<file path="src/logic/timer_pkg.sv">
// timer package: register map, field positions, reset values, modes
// assumes a wishbone classic slave with 32-bit data, byte addresses
// Behaviour
// - counter and both compares are eight bits
// - every timer request readable in flag register
// - each request masked by its own bit
// - overflow, compare a, compare b sources
// - tick from prescaled io clock or crystal
// - clock select stage forms the timer tick
// - no source selected means no counting, events
// - async clock select resets to zero
// - async select one switches to crystal clock
// - compares double buffered in pwm modes, compared on each tick
// - compare result drives outputs a and b
// - match sets the matching compare flag
// - zero is the bottom condition
// - 255 is the maximum condition
// - top is 255 or compare a
// - select zero stops, counter stays accessible
// - processor counter write beats clear or count
package timer_pkg;
    localparam int CNT_W = 8;
    localparam logic [CNT_W-1:0] BOTTOM_VAL = 8'h00;
    localparam logic [CNT_W-1:0] MAX_VAL = 8'hFF;
    localparam logic [CNT_W-1:0] ZERO_VAL = 8'h00;
    // register byte offsets
    localparam logic [4:0] OFS_COUNT = 5'h00;
    localparam logic [4:0] OFS_CMPA = 5'h04;
    localparam logic [4:0] OFS_CMPB = 5'h08;
    localparam logic [4:0] OFS_CTRL = 5'h0C;
    localparam logic [4:0] OFS_FLAG = 5'h10;
    localparam logic [4:0] OFS_FCLR = 5'h14;
    localparam logic [4:0] OFS_MASK = 5'h18;
    localparam logic [4:0] OFS_ASYNC = 5'h1C;
    // control field positions
    localparam int CS_LSB = 0;
    localparam int WGM_LSB = 3;
    localparam int COMA_LSB = 6;
    localparam int COMB_LSB = 8;
    localparam int PRR_BIT = 10;
    // flag and mask bit positions
    localparam int FLG_OVF = 0;
    localparam int FLG_CMPA = 1;
    localparam int FLG_CMPB = 2;
    localparam int N_FLG = 3;
    // clock source select codes
    localparam logic [2:0] CS_STOP = 3'h0;
    localparam logic [2:0] CS_DIV1 = 3'h1;
    localparam logic [2:0] CS_DIV8 = 3'h2;
    localparam logic [2:0] CS_DIV32 = 3'h3;
    localparam logic [2:0] CS_DIV64 = 3'h4;
    localparam logic [2:0] CS_DIV128 = 3'h5;
    localparam logic [2:0] CS_DIV256 = 3'h6;
    localparam logic [2:0] CS_DIV1024 = 3'h7;
    // waveform modes
    localparam logic [2:0] WGM_NORMAL = 3'h0;
    localparam logic [2:0] WGM_CTC = 3'h2;
    localparam logic [2:0] WGM_FAST = 3'h3;
    localparam logic [2:0] WGM_FAST_A = 3'h7;
    // compare output actions
    localparam logic [1:0] COM_OFF = 2'h0;
    localparam logic [1:0] COM_TOGGLE = 2'h1;
    localparam logic [1:0] COM_CLEAR = 2'h2;
    localparam logic [1:0] COM_SET = 2'h3;
    localparam int PRESC_W = 10;
    localparam int CTRL_W = 11;
    localparam logic [CTRL_W-1:0] CTRL_RST = 11'h400;
endpackage

</file>
<file path="src/logic/tick_select.sv">
// tick_select: prescaler and clock source select forming the timer tick
// assumes the crystal input is already synchronised to i_clk
`timescale 1ns/1ps
module tick_select
    import timer_pkg::*;
#(
    parameter int PW = PRESC_W
) (
    input wire logic i_clk, // system clock
    input wire logic i_reset_n, // sync reset, low active
    input wire logic i_ce, // clock enable
    input wire logic i_run, // module enabled
    input wire logic i_async_sel, // crystal as source
    input wire logic i_xtal_sync, // synchronised crystal level
    input wire logic [2:0] i_cs, // clock source select
    output logic o_tick // one-cycle timer tick
);
    typedef struct packed {
        logic [PW-1:0] presc;
        logic xtal_prev;
    } tsel_state_t;
    tsel_state_t s_q, s_d;
    logic base_tick;
    logic [PW-1:0] nxt;

    // free running prescaler fed by io clock or crystal edges
    always_comb begin
        nxt = s_q.presc + {{(PW-1){1'b0}}, 1'b1};
        s_d = s_q;
        s_d.xtal_prev = i_xtal_sync;
        base_tick = i_async_sel ? (i_xtal_sync & ~s_q.xtal_prev) : 1'b1;
        if (base_tick && i_run) begin
            s_d.presc = nxt;
        end
    end

    // tap where all lower prescaler bits roll over on this base tick
    function automatic logic tap(input logic [PW-1:0] p, input int bits);
        logic [PW-1:0] m;
        m = PW'((1 << bits) - 1);
        return (p & m) == m;
    endfunction

    always_comb begin
        unique case (i_cs)
            CS_DIV1: o_tick = 1'b1;
            CS_DIV8: o_tick = tap(s_q.presc, 3);
            CS_DIV32: o_tick = tap(s_q.presc, 5);
            CS_DIV64: o_tick = tap(s_q.presc, 6);
            CS_DIV128: o_tick = tap(s_q.presc, 7);
            CS_DIV256: o_tick = tap(s_q.presc, 8);
            CS_DIV1024: o_tick = tap(s_q.presc, 10);
            CS_STOP: o_tick = 1'b0;
        endcase
        o_tick = o_tick & base_tick & i_run & i_ce;
    end

    always_ff @(posedge i_clk) begin
        if (!i_reset_n) begin
            s_q <= '0;
        end else if (i_ce) begin
            s_q <= s_d;
        end
    end
endmodule

</file>
<file path="src/logic/timer_core.sv">
// timer_core: 8-bit timer counter with two compares, flags, wishbone regs
// assumes a classic wishbone master on i_clk; crystal arrives on a pin
//
// The placing of the registers and register access over Wishbone were decided locally.
`timescale 1ns/1ps
module timer_core
    import timer_pkg::*;
(
    input wire logic i_clk, // 200 MHz system clock
    input wire logic i_reset_n, // sync reset, low active
    input wire logic i_ce, // clock enable, freezes state
    input wire logic i_wb_cyc, // bus cycle
    input wire logic i_wb_stb, // bus strobe
    input wire logic i_wb_we, // write enable
    input wire logic [4:0] i_wb_adr, // byte address
    input wire logic [3:0] i_wb_sel, // byte lanes
    input wire logic [31:0] i_wb_dat, // write data
    input wire logic i_crystal_osc_in, // crystal clock pin
    output logic [31:0] o_wb_dat, // read data
    output logic o_wb_ack, // bus acknowledge
    output logic o_compare_output_a, // waveform output a
    output logic o_compare_output_b, // waveform output b
    output logic o_irq // level interrupt
);
    // ***************************************************************
    // state
    // ***************************************************************
    typedef struct packed {
        logic [CNT_W-1:0] count_value_reg;
        logic [CNT_W-1:0] cmpa_buf;
        logic [CNT_W-1:0] cmpb_buf;
        logic [CNT_W-1:0] compare_a_value;
        logic [CNT_W-1:0] compare_b_value;
        logic [CTRL_W-1:0] ctrl;
        logic async_clock_select;
        logic [N_FLG-1:0] timer_flag_register;
        logic [N_FLG-1:0] timer_mask_register;
        logic match_a_pend;
        logic match_b_pend;
        logic out_a;
        logic out_b;
        logic irq;
        logic ack;
        logic [31:0] rdat;
        logic [1:0] xsync;
    } core_state_t;
    core_state_t s_q, s_d;

    logic tick;
    logic [2:0] cs, wgm;
    logic [1:0] coma, comb;
    logic run, pwm_mode, at_top, bus_req, wr;
    logic [CNT_W-1:0] top_val;
    logic [N_FLG-1:0] ev;

    assign cs = s_q.ctrl[CS_LSB +: 3];
    assign wgm = s_q.ctrl[WGM_LSB +: 3];
    assign coma = s_q.ctrl[COMA_LSB +: 2];
    assign comb = s_q.ctrl[COMB_LSB +: 2];
    assign run = ~s_q.ctrl[PRR_BIT]; // module idle while power bit set
    assign pwm_mode = (wgm == WGM_FAST) || (wgm == WGM_FAST_A);
    assign top_val = (wgm == WGM_FAST_A || wgm == WGM_CTC) ? s_q.compare_a_value
                                                           : MAX_VAL;
    assign at_top = (s_q.count_value_reg == top_val);
    assign bus_req = i_wb_cyc & i_wb_stb & ~s_q.ack;
    assign wr = bus_req & i_wb_we;

    // ***************************************************************
    // tick generation
    // ***************************************************************
    tick_select u_tick (
        .i_clk(i_clk),
        .i_reset_n(i_reset_n),
        .i_ce(i_ce),
        .i_run(run),
        .i_async_sel(s_q.async_clock_select),
        .i_xtal_sync(s_q.xsync[1]),
        .i_cs(cs),
        .o_tick(tick)
    );

    // merge a write into a register honouring byte lanes
    function automatic logic [CNT_W-1:0] lane0(input logic [CNT_W-1:0] old);
        return i_wb_sel[0] ? i_wb_dat[CNT_W-1:0] : old;
    endfunction

    function automatic logic hit(input logic [4:0] ofs);
        return wr && (i_wb_adr == ofs);
    endfunction

    // ***************************************************************
    // next state
    // ***************************************************************
    always_comb begin
        s_d = s_q;
        ev = '0;
        // crystal pin passes two flops before use
        s_d.xsync = {s_q.xsync[0], i_crystal_osc_in};
        // compare flags raised in the tick after the match was seen, overflow in the tick that leaves max or top
        if (tick) begin
            ev[FLG_CMPA] = s_q.match_a_pend;
            ev[FLG_CMPB] = s_q.match_b_pend;
            s_d.match_a_pend = (s_q.count_value_reg == s_q.compare_a_value);
            s_d.match_b_pend = (s_q.count_value_reg == s_q.compare_b_value);
            // counting: clear at top in ctc/fast-a, else wrap at max
            if (at_top && wgm != WGM_NORMAL && wgm != WGM_FAST) begin
                s_d.count_value_reg = BOTTOM_VAL;
            end else begin
                s_d.count_value_reg = s_q.count_value_reg + 8'h01;
            end
            // overflow when leaving max (normal/ctc) or top (fast pwm)
            ev[FLG_OVF] = pwm_mode ? at_top : (s_q.count_value_reg == MAX_VAL);
            // double buffer update at top in pwm, immediate otherwise
            if (pwm_mode && at_top) begin
                s_d.compare_a_value = s_q.cmpa_buf;
                s_d.compare_b_value = s_q.cmpb_buf;
            end
            // waveform outputs
            if (s_q.match_a_pend) begin
                unique case (coma)
                    COM_TOGGLE: s_d.out_a = ~s_q.out_a;
                    COM_CLEAR: s_d.out_a = 1'b0;
                    COM_SET: s_d.out_a = 1'b1;
                    default: s_d.out_a = s_q.out_a;
                endcase
            end else if (pwm_mode && at_top && coma[1]) begin
                s_d.out_a = ~coma[0];
            end
            if (s_q.match_b_pend) begin
                unique case (comb)
                    COM_TOGGLE: s_d.out_b = ~s_q.out_b;
                    COM_CLEAR: s_d.out_b = 1'b0;
                    COM_SET: s_d.out_b = 1'b1;
                    default: s_d.out_b = s_q.out_b;
                endcase
            end else if (pwm_mode && at_top && comb[1]) begin
                s_d.out_b = ~comb[0];
            end
        end
        if (!pwm_mode) begin
            s_d.compare_a_value = s_q.cmpa_buf;
            s_d.compare_b_value = s_q.cmpb_buf;
        end
        // register writes; counter write overrides count and clear
        if (hit(OFS_COUNT)) begin
            s_d.count_value_reg = lane0(s_q.count_value_reg);
        end
        if (hit(OFS_CMPA)) begin
            s_d.cmpa_buf = lane0(s_q.cmpa_buf);
        end
        if (hit(OFS_CMPB)) begin
            s_d.cmpb_buf = lane0(s_q.cmpb_buf);
        end
        if (hit(OFS_CTRL)) begin
            if (i_wb_sel[0]) begin
                s_d.ctrl[7:0] = i_wb_dat[7:0];
            end
            if (i_wb_sel[1]) begin
                s_d.ctrl[CTRL_W-1:8] = i_wb_dat[CTRL_W-1:8];
            end
        end
        if (hit(OFS_MASK) && i_wb_sel[0]) begin
            s_d.timer_mask_register = i_wb_dat[N_FLG-1:0];
        end
        if (hit(OFS_ASYNC) && i_wb_sel[0]) begin
            s_d.async_clock_select = i_wb_dat[0];
        end
        // sticky flags: write one clears, a same-cycle event wins
        if (hit(OFS_FCLR) && i_wb_sel[0]) begin
            s_d.timer_flag_register = s_q.timer_flag_register & ~i_wb_dat[N_FLG-1:0];
        end
        s_d.timer_flag_register = s_d.timer_flag_register | ev;
        s_d.irq = |(s_d.timer_flag_register & s_d.timer_mask_register);
        // reads
        s_d.ack = bus_req;
        s_d.rdat = '0;
        if (bus_req && !i_wb_we) begin
            unique case (i_wb_adr)
                OFS_COUNT: s_d.rdat[CNT_W-1:0] = s_q.count_value_reg;
                OFS_CMPA: s_d.rdat[CNT_W-1:0] = s_q.cmpa_buf;
                OFS_CMPB: s_d.rdat[CNT_W-1:0] = s_q.cmpb_buf;
                OFS_CTRL: s_d.rdat[CTRL_W-1:0] = s_q.ctrl;
                OFS_FLAG: s_d.rdat[N_FLG-1:0] = s_q.timer_flag_register;
                OFS_MASK: s_d.rdat[N_FLG-1:0] = s_q.timer_mask_register;
                OFS_ASYNC: s_d.rdat[0] = s_q.async_clock_select;
                default: s_d.rdat = '0; // unmapped and clear reg read zero
            endcase
        end
    end

    // ***************************************************************
    // registers
    // ***************************************************************
    always_ff @(posedge i_clk) begin
        if (!i_reset_n) begin
            s_q <= '0;
            s_q.ctrl <= CTRL_RST;
        end else if (i_ce) begin
            s_q <= s_d;
        end
    end

    assign o_wb_dat = s_q.rdat;
    assign o_wb_ack = s_q.ack;
    assign o_compare_output_a = s_q.out_a;
    assign o_compare_output_b = s_q.out_b;
    assign o_irq = s_q.irq;
endmodule

</file>
<file path="config.mk">
export PLATFORM = sky130hd
export DESIGN_NAME = timer_core
export DESIGN_NICKNAME = d
export VERILOG_FILES = /design/src/logic/timer_pkg.sv /design/src/logic/tick_select.sv /design/src/logic/timer_core.sv
export SDC_FILE = /design/constraint.sdc
export NUM_CORES = 1
export LEC_CHECK = 0
export BUFFER_PORTS_ARGS = -buffer_cell sky130_fd_sc_hd__buf_4
export CORE_MARGIN = 5
export CORE_UTILIZATION = 50
export CTS_CLUSTER_SIZE = 20
export DETAILED_ROUTE_END_ITERATION = 10
export PLACE_DENSITY = 0.78
export SLEW_MARGIN = 25
export SYNTH_ARGS = -nofsm -noshare
export SYNTH_HDL_FRONTEND = slang
export SYNTH_SLANG_ARGS = --single-unit
</file>
<file path="constraint.sdc">
create_clock -name i_clk -period 2.9 [get_ports i_clk]
set_input_delay 0.435 -clock i_clk [delete_from_list [all_inputs] [get_ports i_clk]]
set_output_delay 0.435 -clock i_clk [all_outputs]
set_load 0.01 [all_outputs]
</file>
==> results of run 1 <==
-- metal layers --
metal	vias up	routed length, µm	track usage (%)
li1	1953	-	-
met1	1957	5100	27.4
met2	190	5870	35.2
met3	39	902	5.70
met4	0	366	8.93
met5	-	0	0
-- cell families after synthesis --
logic type,after synthesis
multiplexers,61
XOR/XNOR,17
adder cells (fa/ha/maj),4
other,1
AO/OA/AOI/OAI,104
flip-flops,88
buffers and inverters,76
AND/OR/NAND/NOR,199
-- critical path, stage by stage, from the launching register on --
cell and delay [ns]:
dfxtp_1 0.39, ha_1 0.24, and3_1 0.18, ha_1 0.14
nor2b_1 0.04, o221ai_1 0.20, nand4_1 0.36, or4_1 0.62
a22oi_1 0.17, a311oi_1 0.07
-- flip-flops by register name, indices dropped and copies added (netlist names), 2 cells and up --
name and count:
s_q 54, comb 2, o_wb_dat 11, coma 2, u_tick.s_q 11, cs 3
-- final timing paths --
path / endpoint / slack, ns / cells after the start
hold reg to reg: o_wb_dat[0] / 0.47 / 2
setup / recovery: o_compare_output_b / 0.37 / 9
hold / removal: s_q[57] / 0.29 / 3
setup reg to reg: o_compare_output_b / 0.37 / 9
-- area by class of cell --
cell class,instances,area (µm²)
Fill cell,844,4070
Multi-Input combinational cell,406,2640
Sequential cell,88,1760
Timing Repair Buffer,52,403
Tap cell,129,161
Clock buffer,12,145
Clock inverter,4,53.8
Inverter,12,45.0
-- cell usage in the layout, fill, tap and decap left out, types with 4 or more instances in the layout --
cell      instances
nor2_1           89
nand2_1          32
clkbuf_8         10
nor3_1            8
inv_1             9
nand3_1          14
nand4_1          11
nor4_1            4
nor2b_1           8
dfxtp_1          88
buf_4            51
or3_1             7
o21ai_0          23
ha_1              4
or2_2             4
mux2i_1          59
conb_1           21
xnor2_1          16
o22ai_1           4
a221oi_1          4
a21oi_1          16
a32oi_1           5
a22oi_1          20
-- report_power, final --
group	total [mW]	internal, mW	switching (mW)
clock	0.855	0.424	0.431
combinational	0.152	0.0490	0.103
sequential	1.21	1.21	0.00372
-- per-stage QoR --
step / util, % / setup WS (ns)
floorplan: - / 0.392
detailed placement: 54.0 / 0.267
global route: 56.1 / 0.162
CTS: 56.1 / 0.368
global placement: 54.0 / 0.328
finish: 56.1 / 0.367
==> results.json, run 1 <==
{
  "status": "complete, no violations",
  "fin_nets": 621,
  "cts_tree": "done",
  "synth_compound_area_share_pct": 15.7,
  "finClkSkew_ns": 0.00908,
  "cp_max_fo": 6,
  "core_um2": 9280,
  "ios": 84,
  "rsz0062_at_grt": "no",
  "grt_max_degree": 51,
  "postLayoutCellArea_um2": 5210,
  "row_count": 35,
  "relSlewSlack_pct": 48.0,
  "drt_iter0_drc": 309,
  "arrival_ns": 2.77,
  "dieArea_um2": 11600,
  "antenna_found_initial": 0,
  "cts-hold-fix-buffers": 0,
  "viasPerCell": 5.89,
  "diodes": 0,
  "synth_top_family_by_area": "simple AND/OR/NAND/NOR gates",
  "fp.dieW_um": 108,
  "r2r-start": "u_tick.s_q[1]",
  "setup_tns_ns": 0,
  "die_h_um": 108,
  "area_growth_pct": 9.38,
  "setup_viol_count_final": 0,
  "wl_per_cell_um": 17.4,
  "clock-root-buffer": "clkbuf_8",
  "synth_xor_area_share_pct": 3.13,
  "track_usage_pct": 21.7,
  "final_cells": 703,
  "insertion_delay_ns": 0.36,
  "worstPathRequired_ns": 3.14,
  "synthFlopType": "dfxtp_1",
  "portBuffers": 39,
  "power_mw": 2.22,
  "synthArstFlopShare_pct": 0,
  "gr-total-overflow": 0,
  "dp.cells": 687,
  "ys_ff_latch": 88,
  "drv_slew": 0,
  "synthMostInstantiatedCell": "nor2_1",
  "fin_crit_ns": 2.53,
  "fmax_mhz": 395,
  "detail-route-antenna-nets": 0,
  "htree_levels": 3,
  "hold_slack_ns": 0.293,
  "leakagePower_nw": 1.90,
  "cts_resized": 0,
  "synthSimpleGateAreaFrac_pct": 21.1,
  "synth_area_um2": 4760,
  "vias": 4139,
  "worst_pin_slew_ns": 0.777,
  "maxCapViolations": 0,
  "drt_wl_total_mm": 12.2,
  "synthMuxAreaShare_pct": 12.9,
  "ir_drop_v": 0.000291,
  "synthTopCellsByCount": "nor2_1 (89), dfxtp_1 (88), mux2i_1 (59)",
  "cp-end-kind": "flop",
  "ys_seq_area_share_pct": 37.0,
  "path_clk_slew_ns": 0.08,
  "grt_pass1_wl_mm": 19.9,
  "cp-startpoint": "u_tick.s_q[1]",
  "synth_fa_ha_area_share_pct": 1.05,
  "min_path_type": "input port to flop",
  "synthDistinctLibCells": 63,
  "drive_above_1_share_pct": 15.0,
  "postCtsSetupRepairBufs": 0,
  "grt_pass1_vias": 4028,
  "finalCritPeriodShare_pct": 87.4,
  "cts.sinks": 88,
  "postSynthCellCount": 550,
  "avgSynthCellArea_um2": 8.66,
  "numCtsBuffers": 9,
  "placed_area_um2": 5010,
  "powerDensity_nw_per_um2": 426,
  "drt_first_pass_iters": 7,
  "yosysTopAreaCellShare_pct": 37.0,
  "gp_congestion": 0.935,
  "hp-start": "i_wb_dat[10]",
  "hold_viol": 0,
  "synth_top_area_cell": "dfxtp_1",
  "synth_area_leaders": "dfxtp_1 (37%), mux2i_1 (12%), nor2_1 (7.0%)",
  "cts_buffer_depth": 2,
  "cp-start-kind": "flop",
  "yosys_warnings": 0,
  "crit_type": "flop to flop",
  "synth-edff-count": 0,
  "hpwl_mm": 8.86,
  "drc": 0,
  "initial_core_util_pct": 51.3
}
No activity file was read; power rests on OpenSTA's default activity.
==> inputs of run 2 (changes only) <==
--- a/config.mk
+++ b/config.mk
@@ -5,7 +5,9 @@
 export SDC_FILE = /design/constraint.sdc
 export NUM_CORES = 1
 export LEC_CHECK = 0
+export ABC_AREA = 1
 export BUFFER_PORTS_ARGS = -buffer_cell sky130_fd_sc_hd__buf_4
+export CORE_ASPECT_RATIO = 1.4
 export CORE_MARGIN = 5
 export CORE_UTILIZATION = 50
 export CTS_CLUSTER_SIZE = 20
==> results.json, run 2 <==
{
  "finish.utilization_pct": 56.0,
  "ir_drop_v": 0.000547,
  "dieArea_um2": 11600,
  "numCtsBuffers": 9,
  "ios": 84,
  "yosysTopAreaCellShare_pct": 36.9,
  "relSlewSlack_pct": 53.9,
  "power_mw": 2.75,
  "synth_compound_area_share_pct": 19.9,
  "postSynthCellCount": 678,
  "rrSetupSlack_ns": 0.57,
  "hpwl_mm": 9.45,
  "synth_fa_ha_area_share_pct": 1.05,
  "insertion_delay_ns": 0.35,
  "portBuffers": 39,
  "cp-end-kind": "flop",
  "area_growth_pct": 10.3,
  "clock-root-buffer": "clkbuf_16",
  "postLayoutCellArea_um2": 5270,
  "drive_above_1_share_pct": 14.2,
  "cts_resized": 0,
  "r2r_cells": 13,
  "synthTopCellsByCount": "nand2_1 (108), nor2_1 (92), dfxtp_1 (88)",
  "postCtsSetupRepairBufs": 0,
  "synthSimpleGateAreaFrac_pct": 26.3,
  "status": "complete, no violations",
  "pre_cts_slack_ns": 0.569,
  "ys_ff_latch": 88,
  "cp-startpoint": "u_tick.s_q[1]",
  "cts-hold-fix-buffers": 0,
  "worst_pin_slew_ns": 0.689,
  "maxCapViolations": 0,
  "layout_commonest_cell": "nand2_1",
  "synthMostInstantiatedCell": "nand2_1",
  "synth_xor_area_share_pct": 2.02,
  "cts.sinks": 88,
  "drt_first_pass_iters": 5,
  "synthArstFlopShare_pct": 0,
  "synthDistinctLibCells": 44,
  "mostFrequentLayoutCells": "nand2_1 (108), nor2_1 (92), dfxtp_1 (88)",
  "cp_max_fo": 32,
  "layout_setup_ws_ns": 0.573,
  "gp_congestion": 0.985,
  "fill_cells": 873,
  "detail-route-antenna-nets": 0,
  "leakagePower_nw": 2.20,
  "min_path_type": "input port to flop",
  "vias": 4447,
  "diodes": 0,
  "initial_core_util_pct": 50.8,
  "cp-start-kind": "flop",
  "regToRegEndpoint": "s_q[73]",
  "synth-edff-count": 0,
  "r2r-start": "u_tick.s_q[1]",
  "fin_crit_ns": 2.33,
  "avgSynthCellArea_um2": 7.04,
  "top_register": "s_q",
  "track_usage_pct": 22.4,
  "drt_wl_total_mm": 12.6,
  "placed_area_um2": 4930,
  "rsz0062_at_grt": "no",
  "cts_buffer_depth": 2,
  "hold_viol": 0,
  "row_count": 42,
  "die_h_um": 126,
  "viasPerCell": 5.48,
  "synthFlopType": "dfxtp_1",
  "yosys_warnings": 0,
  "wl_per_cell_um": 15.6,
  "gr-total-overflow": 0,
  "powerDensity_nw_per_um2": 522,
  "grt_max_degree": 70,
  "synth_top_family_by_area": "simple AND/OR/NAND/NOR gates",
  "synthMuxAreaShare_pct": 0,
  "drt_iter0_drc": 432,
  "setup_tns_ns": 0,
  "ys_seq_area_share_pct": 36.9,
  "drv_slew": 0,
  "synth_area_leaders": "dfxtp_1 (37%), nand2_1 (8.5%), o21ai_0 (7.4%)",
  "grt_pass1_wl_mm": 20.6,
  "synth_area_um2": 4780,
  "crit_type": "flop to flop",
  "finClkSkew_ns": 0.00715,
  "cts_tree": "done",
  "grt_pass1_vias": 4275,
  "crit_end": "s_q[73]",
  "worstPathRequired_ns": 3.12,
  "synth_top_area_cell": "dfxtp_1",
  "fp.dieW_um": 92.6,
  "core_um2": 9410,
  "antenna_found_initial": 0,
  "arrival_ns": 2.55,
  "drc": 0,
  "fmax_mhz": 430,
  "fin_nets": 749,
  "path_clk_slew_ns": 0.06,
  "setup_viol_count_final": 0,
  "finalCritPeriodShare_pct": 80.2,
  "htree_levels": 3,
  "largest_register_ffs": 54
}
-- run 2: changes by cell type after synthesis, sizes merged, moves of 8 or more --
cell,before,now
a21oi,16,66
a22oi,20,0
clkbuf,22,8
inv,12,76
mux2i,59,0
nand2,32,118
nand3,14,35
nor2,89,101
nor2b,8,0
o21ai,24,93
-- run 2: report_power, final --
group          total [mW]  switching, mW  internal [mW]
logic               0.177          0.118         0.0584
registers            1.24         0.0132           1.23
clock network        1.33          0.486          0.844
total                2.75          0.617           2.13
-- run 2: kinds of logic after synthesis --
logic type,Yosys count
AO/OA/AOI/OAI,174
XOR/XNOR,11
adder cells (fa/ha/maj),4
buffers and inverters,130
flip-flops,88
other,1
AND/OR/NAND/NOR,270
-- run 2: how the worst min path moves through the flow --
stage | start | end | slack, ns | depth (start not counted)
final | i_wb_dat[10] | s_q[57] | 0.29 | 3
after global routing | i_wb_dat[10] | s_q[57] | 0.31 | 3
after CTS | i_wb_dat[10] | s_q[57] | 0.29 | 3
after detailed placement | s_q[59] | s_q[59] | 0.45 | 2
after global placement | s_q[60] | s_q[60] | 0.45 | 2
after floorplan | s_q[70] | s_q[70] | 0.43 | 2
-- run 2: critical path: stages (launching register included) --
cell and delay (ns):
dfxtp_1 0.35, ha_1 0.19, nand2_2 0.09, nor2_4 0.14
ha_1 0.16, o21ai_0 0.08, nand3_1 0.09, nand2_2 0.07
nor2_4 0.15, nand2_4 0.12, nand2_1 0.12, nand3_4 0.31
o21ai_0 0.26, a21oi_1 0.06
-- run 2: per-layer routing --
layer / global-route usage [%] / wire [µm]
met5: 0 / 0
met4: 16.4 / 865
met3: 4.65 / 624
met2: 38.5 / 6410
met1: 24.0 / 4740
-- run 2: through the flow --
stage	cells	hold slack, ns
2_1_floorplan	698	0.434
5_1_grt	812	0.306
4_1_cts	812	0.290
3_3_place_gp	796	0.449
6_report	812	0.289
3_5_place_dp	796	0.453
-- run 2: final cells by class --
cell class,instances,area (µm²),area share [%]
Multi-Input combinational cell,480,2430,46.2
Sequential cell,88,1760,33.5
Tap cell,110,138,2.61
Timing Repair Buffer,41,308,5.84
Clock inverter,5,104,1.97
Inverter,77,292,5.54
Clock buffer,11,233,4.42
==> inputs of run 3 (changes only) <==
==> constraint.sdc (replaced) <==
create_clock -name i_clk -period 2.4 [get_ports i_clk]
set_input_delay 0.36 -clock i_clk [delete_from_list [all_inputs] [get_ports i_clk]]
set_output_delay 0.36 -clock i_clk [all_outputs]
set_load 0.01 [all_outputs]
==> results.json, run 3 (same netlist as run 2, synthesis figures left out) <==
{
  "diodes": 0,
  "switching_share_pct": 23.5,
  "numCtsBuffers": 9,
  "drive_above_1_share_pct": 15.5,
  "finClkSkew_ns": 0.0106,
  "insertion_delay_ns": 0.35,
  "postCtsSetupRepairBufs": 0,
  "combPwrFrac_pct": 6.9,
  "drt_first_pass_iters": 6,
  "regToRegEndpoint": "s_q[67]",
  "drc": 0,
  "status": "complete, no violations",
  "worst_pin_slew_ns": 0.759,
  "hold_end": "s_q[57]",
  "fp.dieW_um": 92.6,
  "layout_commonest_cell": "nand2_1",
  "cts.sinks": 88,
  "fmax_mhz": 450,
  "min_path_cells": 3,
  "pwr-share-clk_pct": 47.3,
  "gr-total-overflow": 0,
  "fill_cells": 825,
  "worstPathRequired_ns": 2.67,
  "drv_slew": 0,
  "initial_core_util_pct": 50.8,
  "antenna_found_initial": 0,
  "fin_crit_ns": 2.22,
  "leakagePower_nw": 2.25,
  "core_um2": 9410,
  "rsz0062_at_grt": "no",
  "cp-end-kind": "flop",
  "die_h_um": 126,
  "r2r-start": "u_tick.s_q[2]",
  "arrival_ns": 2.49,
  "top_register": "s_q",
  "setup_viol_count_final": 0,
  "power_frac_seq_pct": 45.8,
  "area_growth_pct": 12.2,
  "placed_area_um2": 4970,
  "path_cells": "ha_1 -> nand2_2 -> nor2_4 -> ha_1 -> o21ai_0 -> nand3_1 -> nand2_2 -> nor2_4 -> nand2_4 -> nand2_4 -> nand3_2 -> a21oi_1",
  "slowest_delay_ns": 0.36,
  "largest_register_ffs": 54,
  "crit_type": "flop to flop",
  "hold_slack_ns": 0.225,
  "viasPerCell": 5.62,
  "htree_levels": 3,
  "row_count": 42,
  "slowest_stage": "dfxtp_1",
  "relSlewSlack_pct": 49.2,
  "maxCapViolations": 0,
  "cts_buffer_depth": 2,
  "detail-route-antenna-nets": 0,
  "grt_pass1_wl_mm": 20.7,
  "ios": 84,
  "grt_max_degree": 37,
  "mostFrequentLayoutCells": "nand2_1 (107), nor2_1 (92), dfxtp_1 (88)",
  "hp-start": "i_wb_dat[10]",
  "clock-root-buffer": "clkbuf_16",
  "hold_viol": 0,
  "ir_drop_v": 0.000417,
  "dieArea_um2": 11600,
  "grt_pass1_vias": 4337,
  "netSwitchingPower_mw": 0.769,
  "regArea_um2": 1760,
  "finalCritPeriodShare_pct": 92.5,
  "r2r_cells": 12,
  "cp-start-kind": "flop",
  "rrSetupSlack_ns": 0.18,
  "track_usage_pct": 22.7,
  "vias": 4616,
  "min_path_type": "input port to flop",
  "drt_wl_total_mm": 13.6,
  "setup_tns_ns": 0,
  "portBuffers": 39,
  "hpwl_mm": 9.56,
  "fin_nets": 758,
  "drt_iter0_drc": 428,
  "powerDensity_nw_per_um2": 611,
  "wl_per_cell_um": 16.5,
  "path_clk_slew_ns": 0.06,
  "cp_max_fo": 9,
  "gp_congestion": 0.967,
  "cts_tree": "done",
  "multi_input_area_um2": 2480,
  "cellInternalPower_mw": 2.50,
  "postLayoutCellArea_um2": 5360
}
==> run 3: timing repair <==
action | CTS | global route
hold buffers | 0 | 0
resized for setup | 0 | 6
setup endpoints to repair | 0 | 17
==> run 3: power by group through the flow <==
stage          combinational [mW]  sequential, mW  clock [mW]
6_report                    0.226            1.50        1.55
5_1_grt                     0.246            1.50        1.63
4_1_cts                     0.212            1.50        1.55
3_5_place_dp                0.211            1.53           0
3_3_place_gp                0.206            1.53           0
2_1_floorplan               0.162            1.53           0
==> run 3: cell type report <==
cell class | instances | share of cell area (%)
multi-input cells | 483 | 46.4
flip-flops and latches | 88 | 32.9
repair buffers | 47 | 6.59
inverters | 77 | 5.54
clock buffers | 12 | 4.60
well taps | 110 | 2.57
clock inverters | 4 | 1.45
==> run 3: per-stage QoR <==
step                setup WS, ns  util, %  power (mW)  std cells
finish                     0.180     56.9        3.27        821
global route              0.0254     56.9        3.38        821
CTS                       0.0333     56.3        3.26        818
detailed placement        0.0575     52.9        1.74        802
global placement           0.127     52.9        1.74        802
floorplan                  0.523        -        1.69        698
==> run 3: how the worst max path moves through the flow <==
stage | startpoint | end | slack (ns) | depth (start not counted)
after floorplan | u_tick.s_q[1] | s_q[90] | 0.52 | 15
after global placement | u_tick.s_q[1] | s_q[65] | 0.13 | 13
after detailed placement | u_tick.s_q[2] | s_q[73] | 0.06 | 13
after CTS | u_tick.s_q[1] | s_q[73] | 0.03 | 13
after global routing | u_tick.s_q[1] | s_q[65] | 0.03 | 13
final | u_tick.s_q[2] | s_q[67] | 0.18 | 12
==> run 3: per-layer routing <==
layer	vias to the layer above	global-route usage, %	share of wire [%]
met1	2126	24.3	37
met5	-	0	0
met3	54	4.36	5.9
met2	206	40.0	52
li1	2230	-	-
met4	0	14.5	5.8
==> run 3: worst max-delay path, delay by kind of cell (launching register included) <==
kind	cells	cell delay, ns
flip-flops	1	0.36
AND/OR/NAND/NOR	8	1.10
AO/OA/AOI/OAI	2	0.31
adder cells (fa/ha/maj)	2	0.36
